[src/verilog/cell_result_pkg.sv]
// constants for the cell 6..9 voltage result register bank
// assumes a 32-bit apb slave; offsets are word indices, byte = 4 * index
package cell_result_pkg;
    localparam int CODE_W = 14;
    localparam int REG_W = 16;
    localparam int CELL_COUNT = 4;
    localparam int ADDR_W = 12;
    localparam int DATA_W = 32;
    // code field inside a result register
    localparam int CODE_LSB = 2;
    localparam int CODE_MSB = 15;
    // full-scale input span of one code range, in millivolts
    localparam int FULL_SCALE_MV = 5000;
    // word indices of the result registers, cell 6 first
    localparam logic [7:0] CELL_SIX_CODE_RESULT_IDX = 8'h4c;
    localparam logic [7:0] CELL_SEVEN_CODE_RESULT_IDX = 8'h4d;
    localparam logic [7:0] CELL_EIGHT_CODE_RESULT_IDX = 8'h4e;
    localparam logic [7:0] CELL_NINE_CODE_RESULT_IDX = 8'h4f;
    localparam logic [15:0] RESULT_RESET = 16'h0000;
    // control register: enables in [3:0], readback select in [8]
    localparam logic [7:0] CTRL_IDX = 8'h40;
    localparam int CTRL_ENABLE_LSB = 0;
    localparam int CTRL_SELECT_BIT = 8;
    localparam logic [3:0] ENABLE_RESET = 4'h0;
    localparam logic SELECT_RESET = 1'b0;

    // byte address of a word index
    function automatic logic [ADDR_W-1:0] byte_addr(input logic [7:0] idx);
        byte_addr = {{(ADDR_W-10){1'b0}}, idx, 2'b00};
    endfunction : byte_addr

    // code into register layout: code[13:6] -> 15:8, code[5:0] -> 7:2
    function automatic logic [REG_W-1:0] place_code(
        input logic [CODE_W-1:0] code);
        place_code = {code, 2'b00};
    endfunction : place_code
endpackage : cell_result_pkg

[src/verilog/cell_result_slot.sv]
// one cell's stored arithmetic and filter results with readback select
// assumes capture is a one-cycle pulse from the scan completion logic
`timescale 1ns/10ps
module cell_result_slot
    import cell_result_pkg::*;
(
    // clock and reset
    input wire logic pclk,
    input wire logic presetn,
    // measurement side
    input wire logic capture,
    input wire logic [CODE_W-1:0] alu_in,
    input wire logic [CODE_W-1:0] iir_in,
    input wire logic use_iir,
    // readback
    output logic [REG_W-1:0] result
);
    logic [REG_W-1:0] alu_q;
    logic [REG_W-1:0] iir_q;

    // only the measurement logic writes here; the bus has no path in
    always_ff @(posedge pclk or negedge presetn) begin
        if (!presetn) begin
            alu_q <= RESULT_RESET;
            iir_q <= RESULT_RESET;
        end else if (capture) begin
            alu_q <= place_code(alu_in);
            iir_q <= place_code(iir_in);
        end
    end

    // both values are kept so the select can change without a rescan
    assign result = use_iir ? iir_q : alu_q;

    capture_last_a: assert property (
        @(posedge pclk) disable iff (!presetn)
        capture |=> alu_q[CODE_MSB:CODE_LSB] == $past(alu_in)
            && iir_q[CODE_MSB:CODE_LSB] == $past(iir_in))
        else $error("capture did not store latest codes");
    hold_value_a: assert property (
        @(posedge pclk) disable iff (!presetn)
        !capture |=> $stable(alu_q) && $stable(iir_q))
        else $error("stored result changed without capture");
endmodule : cell_result_slot

[src/verilog/cell_result_regs.sv]
// apb register bank holding the voltage results of cells 6 to 9
// assumes a scan engine pulsing scan_done with a mask of measured cells
//
// Added by the designer: register access over APB.
`timescale 1ns/10ps
module cell_result_regs
    import cell_result_pkg::*;
(
    // clock and reset
    input wire logic pclk,
    input wire logic presetn,
    // apb slave
    input wire logic [ADDR_W-1:0] paddr,
    input wire logic psel,
    input wire logic penable,
    input wire logic pwrite,
    input wire logic [DATA_W-1:0] pwdata,
    input wire logic [3:0] pstrb,
    output logic [DATA_W-1:0] prdata,
    output logic pready,
    output logic pslverr,
    // scan engine
    input wire logic scan_done,
    input wire logic [CELL_COUNT-1:0] cell_scanned,
    input wire logic [CELL_COUNT*CODE_W-1:0] alu_code,
    input wire logic [CELL_COUNT*CODE_W-1:0] iir_code,
    // control outputs
    output logic [CELL_COUNT-1:0] cell_measure_enable,
    output logic filter_readback_select
);
    logic [REG_W-1:0] cell_result_value [CELL_COUNT];
    logic [CELL_COUNT-1:0] capture;
    logic setup_rd;
    logic access;
    logic hit_ctrl;
    logic [CELL_COUNT-1:0] hit_cell;
    logic mapped;
    logic [DATA_W-1:0] next_prdata;

    // address decode, shared by read and write
    always_comb begin
        hit_ctrl = paddr == byte_addr(CTRL_IDX);
        hit_cell[0] = paddr == byte_addr(CELL_SIX_CODE_RESULT_IDX);
        hit_cell[1] = paddr == byte_addr(CELL_SEVEN_CODE_RESULT_IDX);
        hit_cell[2] = paddr == byte_addr(CELL_EIGHT_CODE_RESULT_IDX);
        hit_cell[3] = paddr == byte_addr(CELL_NINE_CODE_RESULT_IDX);
        mapped = hit_ctrl || (|hit_cell);
    end

    assign access = psel && penable;
    assign setup_rd = psel && !penable && !pwrite;
    // zero wait states: read data is fetched in the setup cycle
    assign pready = 1'b1;
    // unmapped addresses error; writes to result words succeed silently
    assign pslverr = access && !mapped;

    // control register; byte lane 0 carries enables, lane 1 the select
    always_ff @(posedge pclk or negedge presetn) begin
        if (!presetn) begin
            cell_measure_enable <= ENABLE_RESET;
        end else if (access && pwrite && hit_ctrl && pstrb[0]) begin
            cell_measure_enable <=
                pwdata[CTRL_ENABLE_LSB +: CELL_COUNT];
        end
    end

    always_ff @(posedge pclk or negedge presetn) begin
        if (!presetn) begin
            filter_readback_select <= SELECT_RESET;
        end else if (access && pwrite && hit_ctrl && pstrb[1]) begin
            filter_readback_select <= pwdata[CTRL_SELECT_BIT];
        end
    end

    // a cell left out of the scan captures nothing, so its old data
    // stays; an enabled but skipped cell is treated the same way
    always_comb begin
        for (int i = 0; i < CELL_COUNT; i++) begin
            capture[i] = scan_done && cell_scanned[i];
        end
    end

    // each code counts in steps of FULL_SCALE_MV / 2**CODE_W
    for (genvar g = 0; g < CELL_COUNT; g++) begin : g_cell
        cell_result_slot u_slot (
            .pclk(pclk),
            .presetn(presetn),
            .capture(capture[g]),
            .alu_in(alu_code[g*CODE_W +: CODE_W]),
            .iir_in(iir_code[g*CODE_W +: CODE_W]),
            .use_iir(filter_readback_select),
            .result(cell_result_value[g])
        );

        // a skipped, disabled cell keeps what it had, whatever its neighbours
        skip_cell_a: assert property (
            @(posedge pclk) disable iff (!presetn)
            !cell_scanned[g] && !cell_measure_enable[g]
            && !(access && pwrite && hit_ctrl)
            |=> $stable(cell_result_value[g]))
            else $error("skipped cell result moved");

        read_cell_a: assert property (
            @(posedge pclk) disable iff (!presetn)
            setup_rd && hit_cell[g]
            |=> prdata == {16'h0000, $past(cell_result_value[g])})
            else $error("result read not the stored value");
    end

    // read mux; bits 1:0 of a result word are forced low
    always_comb begin
        next_prdata = '0;
        if (hit_ctrl) begin
            next_prdata[CTRL_ENABLE_LSB +: CELL_COUNT] = cell_measure_enable;
            next_prdata[CTRL_SELECT_BIT] = filter_readback_select;
        end
        for (int i = 0; i < CELL_COUNT; i++) begin
            if (hit_cell[i]) begin
                next_prdata[REG_W-1:0] =
                    {cell_result_value[i][CODE_MSB:CODE_LSB], 2'b00};
            end
        end
    end

    // registered read data, stable through the access phase
    always_ff @(posedge pclk or negedge presetn) begin
        if (!presetn) begin
            prdata <= '0;
        end else if (setup_rd) begin
            prdata <= next_prdata;
        end
    end

    // bus-side and capture checks; each watches what this block drives
    low_bits_a: assert property (
        @(posedge pclk) disable iff (!presetn)
        access && !pwrite && (|hit_cell) |-> prdata[1:0] == 2'b00)
        else $error("result low bits not zero");

    code_place_a: assert property (
        @(posedge pclk) disable iff (!presetn)
        setup_rd && hit_cell[0] && !scan_done ##1 !scan_done
        |-> prdata[15:2] == cell_result_value[0][15:2]
            && prdata[31:16] == 16'h0000)
        else $error("cell code not in bits 15:2");

    ro_write_a: assert property (
        @(posedge pclk) disable iff (!presetn)
        access && pwrite && hit_cell[1] && !scan_done
        |=> $stable(cell_result_value[1]))
        else $error("software write changed a result");

    // a control write in the same cycle may flip the readback select
    skip_hold_a: assert property (
        @(posedge pclk) disable iff (!presetn)
        scan_done && !cell_scanned[1] && !cell_measure_enable[1]
        && !(access && pwrite && hit_ctrl)
        |=> $stable(cell_result_value[1]))
        else $error("skipped cell data changed");

    latest_value_a: assert property (
        @(posedge pclk) disable iff (!presetn)
        scan_done && cell_scanned[3] && !filter_readback_select
        ##1 !access && !filter_readback_select
        |-> cell_result_value[3][15:2] == $past(alu_code[55:42]))
        else $error("cell 9 lost its latest value");

    select_read_a: assert property (
        @(posedge pclk) disable iff (!presetn)
        access && pwrite && hit_ctrl && pstrb[1]
        |=> filter_readback_select == $past(pwdata[CTRL_SELECT_BIT]))
        else $error("readback select not taken");

    // back-to-back control writes are legal, so hold is checked per cycle
    select_hold_a: assert property (
        @(posedge pclk) disable iff (!presetn)
        !(access && pwrite && hit_ctrl && pstrb[1])
        |=> $stable(filter_readback_select))
        else $error("readback select moved without a write");

    unmapped_a: assert property (@(posedge pclk) disable iff (!presetn)
        access && !mapped |-> pslverr && pready ##1 !pslverr || access)
        else $error("unmapped access not flagged");

    scale_code_a: assert property (
        @(posedge pclk) disable iff (!presetn)
        scan_done && cell_scanned[0] && alu_code[13:0] == 14'h3fff
        && !filter_readback_select ##1 !filter_readback_select
        |-> cell_result_value[0] == 16'hfffc)
        else $error("full-scale code not at top of range");

    enable_write_a: assert property (
        @(posedge pclk) disable iff (!presetn)
        access && pwrite && hit_ctrl && pstrb[0]
        |=> cell_measure_enable == $past(pwdata[CTRL_ENABLE_LSB +: 4]))
        else $error("measure enables not taken");

    // a cleared strobe leaves its byte lane alone
    enable_lane_a: assert property (
        @(posedge pclk) disable iff (!presetn)
        !(access && pwrite && hit_ctrl && pstrb[0])
        |=> $stable(cell_measure_enable))
        else $error("measure enables moved without a write");

    mapped_ok_a: assert property (
        @(posedge pclk) disable iff (!presetn)
        access && (|hit_cell) |-> !pslverr && pready)
        else $error("result access flagged an error");

    no_idle_err_a: assert property (
        @(posedge pclk) disable iff (!presetn)
        !access |-> !pslverr)
        else $error("error flag outside an access phase");

    unmapped_zero_a: assert property (
        @(posedge pclk) disable iff (!presetn)
        setup_rd && !mapped |=> prdata == '0)
        else $error("unmapped read returned data");

    // read data must not move while the master may still sample it
    prdata_hold_a: assert property (
        @(posedge pclk) disable iff (!presetn)
        !setup_rd |=> $stable(prdata))
        else $error("read data changed outside a setup cycle");
endmodule : cell_result_regs

[config.mk]
export PLATFORM = sky130hd
export DESIGN_NAME = cell_result_regs
export DESIGN_NICKNAME = d
export VERILOG_FILES = /design/src/verilog/cell_result_pkg.sv /design/src/verilog/cell_result_slot.sv /design/src/verilog/cell_result_regs.sv
export SDC_FILE = /design/constraint.sdc
export NUM_CORES = 1
export LEC_CHECK = 0
export BUFFER_PORTS_ARGS = -buffer_cell sky130_fd_sc_hd__buf_2
export CAP_MARGIN = 20
export CORE_ASPECT_RATIO = 1.1
export CORE_MARGIN = 2
export CORE_UTILIZATION = 52
export CTS_CLUSTER_DIAMETER = 50
export DETAILED_ROUTE_END_ITERATION = 6
export PLACE_DENSITY = 0.81
export SLEW_MARGIN = 10
export SYNTH_ARGS = -nofsm -noshare
export SYNTH_HDL_FRONTEND = slang
export SYNTH_HIERARCHICAL = 1
export SYNTH_SLANG_ARGS = --single-unit
[constraint.sdc]
create_clock -name pclk -period 2.5 [get_ports pclk]
set_clock_uncertainty 0.15 [all_clocks]
set_input_delay 0.125 -clock pclk [delete_from_list [all_inputs] [get_ports pclk]]
set_output_delay 0.125 -clock pclk [all_outputs]
set_load 0.005 [all_outputs]
== Word level (Yosys, flattened, before mapping) ==
Index checks and enable logic that the tools add are counted.

* Output and inout bits: 39
* Register bits after elaboration: 133

* Equality and inequality tests: 5
* Reductions and logical operators: 17
* Multiplexer cells: 10

{| class="wikitable"
|+ Operators by type and width
! kind !! number
|-
| $mux W16 || 8
|-
| $eq A12 B9 Y1 const B || 5
|-
| $logic_and A1 B1 Y1 || 12
|-
| $mux W4 || 1
|-
| $reduce_or A4 Y1 || 1
|-
| $logic_not A1 Y1 || 3
|-
| $logic_or A1 B1 Y1 || 1
|-
| $mux W1 || 1
|}

== Longest topological paths before layout ==
* Depth in word-level cells: 6
* Mapped depth: 6
* Gate-level depth less buffers: 5

== By module ==
The synthesis kept the hierarchy.

{| class="wikitable"
|+ By module, submodules not included
! module !! seq. area each (µm²) !! instances !! area each (µm²) !! cells an instance
|-
| cell_result_slot || 700.7 || 4 || 1,326.3 || 77
|-
| cell_result_regs || 525.5 || 1 || 1,485.2 || 159
|}

== Worst setup path after synthesis ==
Ideal clock, no wire load.

* Path kind: register to register
* From: reg filter_readback_select
* To: reg prdata[10]
* Cell stages (with the launch flop): 6
* Library setup time: 0.118 ns
* Clock period less this slack: 2.185 ns
* Required time: 2.232 ns
* Setup slack: 0.315 ns
* Buffers on the path: 1
* Arrival: 1.917 ns
* Path through: dfrtp_1 buf_4 mux2_2 mux4_2 nand3_1 nand2_1

{| class="wikitable"
|+ RTL lines
! what !! line !! text
|-
| from (decl) || cell_result_regs.sv:29 || <nowiki>output logic filter_readback_select</nowiki>
|-
| from (signal assigned) || cell_result_regs.sv:71 || <nowiki>filter_readback_select <= pwdata[CTRL_SELECT_BIT];</nowiki>
|-
| to (signal assigned) || cell_result_regs.sv:130 || <nowiki>prdata <= next_prdata;</nowiki>
|-
| to (decl) || cell_result_regs.sv:19 || <nowiki>output logic [DATA_W-1:0] prdata,</nowiki>
|}

== Worst setup path in the final report ==
* From: in paddr[9]
* To: reg cell_measure_enable[2]

* Word-level cells in the longest chain between the ends: 3

{| class="wikitable"
|+ RTL lines
! what !! line !! text
|-
| from (decl) || cell_result_regs.sv:13 || <nowiki>input wire logic [ADDR_W-1:0] paddr,</nowiki>
|-
| $eq A12 B9 Y1 || cell_result_regs.sv:42 || <nowiki>hit_ctrl = paddr == byte_addr(CTRL_IDX);</nowiki>
|-
| $logic_and A1 B1 Y1 (2 in a row) || cell_result_regs.sv:61 || <nowiki>end else if (access && pwrite && hit_ctrl && pstrb[0]) begin</nowiki>
|-
| to (signal assigned) || cell_result_regs.sv:62 || <nowiki>cell_measure_enable <=</nowiki>
|-
| to (decl) || cell_result_regs.sv:28 || <nowiki>output logic [CELL_COUNT-1:0] cell_measure_enable,</nowiki>
|}

Every way passes these cells.
A chain may end at the register's enable or synchronous reset.

==> results.toml <==
[floorplanning]
start_util_pct = 53.34
die_w_um = 112.4
rows = 43
die-area_um2 = 13840
io_pins = 209
die_h_um = 123.2
core_area_um2 = 12590

[pwr]
p_switching_mw = 1.458
pwr-share-clk_pct = 37.4
p_comb_share_pct = 18.3
power_mw = 5.868
p_int_mw = 4.410
seq_power_share_pct = 44.2
swShare_pct = 24.85
cellPowerDensity_nw_per_um2 = 633.4
ir_worst_vdd_mv = 0.4794
cellLeakagePower_nw = 4.388

[layout]
nets = 915
area_growth_pct = 37.97
drive_above_1_share_pct = 50.73
n_fill_cell = 809

[synthesis]
syn_area_um2 = 6715
yosysWarnings = 6
syn_avg_cell_area_um2 = 14.76
netlist_instances = 455

[worst_setup_path]
crit_family = "simple AND/OR/NAND/NOR gates"
crit_required_ns = 2.64
crit_chain = "buf_2, or4b_1, nor4b_4, nand3_4, mux2_4, dlygate4sd3_1"
crit_path_end_kind = "flop"
cp_max_fo = 8
cp_slowest_cell = "or4b_1"
cp.arrival_ns = 2.47
start_kind = "input port"
worstSetupPathType = "in -> reg"
crit_buf_inv = 2
max_stage_delay_ns = 0.71

[cts]
clock_path_buffers = 2
cts_resized = 0
cts.sinks = 133
cts_tree = "done"
cts.htree.levels = 4
clk-insertion-delay-late_ns = 0.42
cts_made_buffers = 17
cts.clk_slew.worst_paths_ns = 0.06
cts_root_buffer = "clkbuf_16"

[placement]
port_buffers = 162
gp_congestion = 0.8303
dpl.hpwl_mm = 10.85
post-place-ws_ns = 0.3310

[timing]
final.setup.tns_ns = 0
hold_viol = 0
relSlewSlack_pct = 52.63
finalSetupViolCount = 0
holdWs_ns = 0.02308
tightest_slew_ns = 0.7105
worst_slack_ns = 0.1731
period_minus_slack_ns = 2.327
min_period_over_period_pct = 93.08
rsz0062_at_grt = "no"
drv_slew = 0
max_freq_ghz = 0.4298

[global_route]
grt.total_usage_pct = 27.30
antenna_found_initial = 1
grt_start_max_net_pins = 76
grt_pass1_wl_mm = 28.57
grt_pass1_vias = 5527
overflow = 0

[flow_run]
cap_violations = 0

[hold_path]
hp-class = "in -> reg"

[route]
drtIter0Drc = 261
drc = 0
wl_per_cell_um = 19.56
detail-route-antenna-nets = 0
drtPass1Iterations = 5
routed_wl_mm = 17.90
post_drt_via_cell_ratio = 5.305
num_vias = 4854

[run_status]
status = "finished clean"
==> layout make-up <==
type / instances / area [um2] / share of cell area [%]
Tap cell: 157 / 196.4 / 2.120
Multi-Input combinational cell: 295 / 3040 / 32.82
Sequential cell: 133 / 3329 / 35.94
Clock buffer: 23 / 457.9 / 4.943
Antenna cell: 1 / 2.502 / 0.02701
Timing Repair Buffer: 298 / 2183 / 23.57
Clock inverter: 8 / 55.05 / 0.5942
==> stage by stage <==
stage                     util, %  cell area (um2)  instances
after floorplan                 -             6771        470
after global placement      59.72             7518        760
after detailed placement    59.72             7518        760
after CTS                   73.57             9263        914
after global routing        73.59             9265        915
final                       73.59             9265        915
==> power groups by stage <==
stage	registers [mW]	logic, mW	clock network (mW)
finish	2.60	1.08	2.20
global route	2.63	1.16	2.33
CTS	2.59	1.06	2.21
detailed placement	2.61	0.913	0
global placement	2.59	0.885	0
floorplan	2.56	0.680	0
==> sequential cells by signal, summed over array words and instances (netlist names) <==
name	flops
cell_measure_enable	4
prdata	16
filter_readback_select	1
g_cell.u_slot/alu_q	56
g_cell.u_slot/iir_q	56
==> layer usage <==
layer / track usage [%] / vias to the layer above / wire length [um]
met3: 5.980 / 54 / 783
met4: 13.49 / 0 / 681
met2: 50.49 / 192 / 9749
met5: 0 / - / 0
met1: 29.70 / 2417 / 6685
li1: - / 2191 / -
==> worst min-delay path, stage by stage <==
cell,delay [ns]
buf_2,0.09
nor3b_1,0.05
buf_4,0.16
a21oi_1,0.12
==> cell usage in the layout, fill, tap and decap left out, drive strengths merged, types with 11 or more instances in the layout <==
cell,instances
mux2i,12
mux2,173
a21oi,16
clkbuf,23
buf,175
nor2,12
conb,17
nand2,11
dfrtp,133
dlygate4sd3,123
==> what timing repair did <==
| item | in CTS | in global routing |
|---|---|---|
| hold buffers | 123 | 0 |
| hold endpoints to repair | 190 | 0 |
| buffers inserted | 0 | 0 |
==> final timing paths <==
| path | cells after the start | startpoint | slack (ns) | to |
|---|---|---|---|---|
| worst max-delay path | 6 | paddr[9] | 0.17 | cell_measure_enable[2] |
| worst min-delay path | 4 | pwrite | 0.02 | prdata[2] |
| worst max register to register | 6 | filter_readback_select | 0.31 | prdata[2] |
| worst min register to register | 2 | prdata[0] | 0.33 | prdata[0] |
| max in group asynchronous | 3 | presetn | 1.31 | g_cell[0].u_slot/iir_q[8] |
| min in group asynchronous | 2 | presetn | 0.15 | g_cell[0].u_slot/alu_q[4] |
Power figures use the tool's default switching activity.
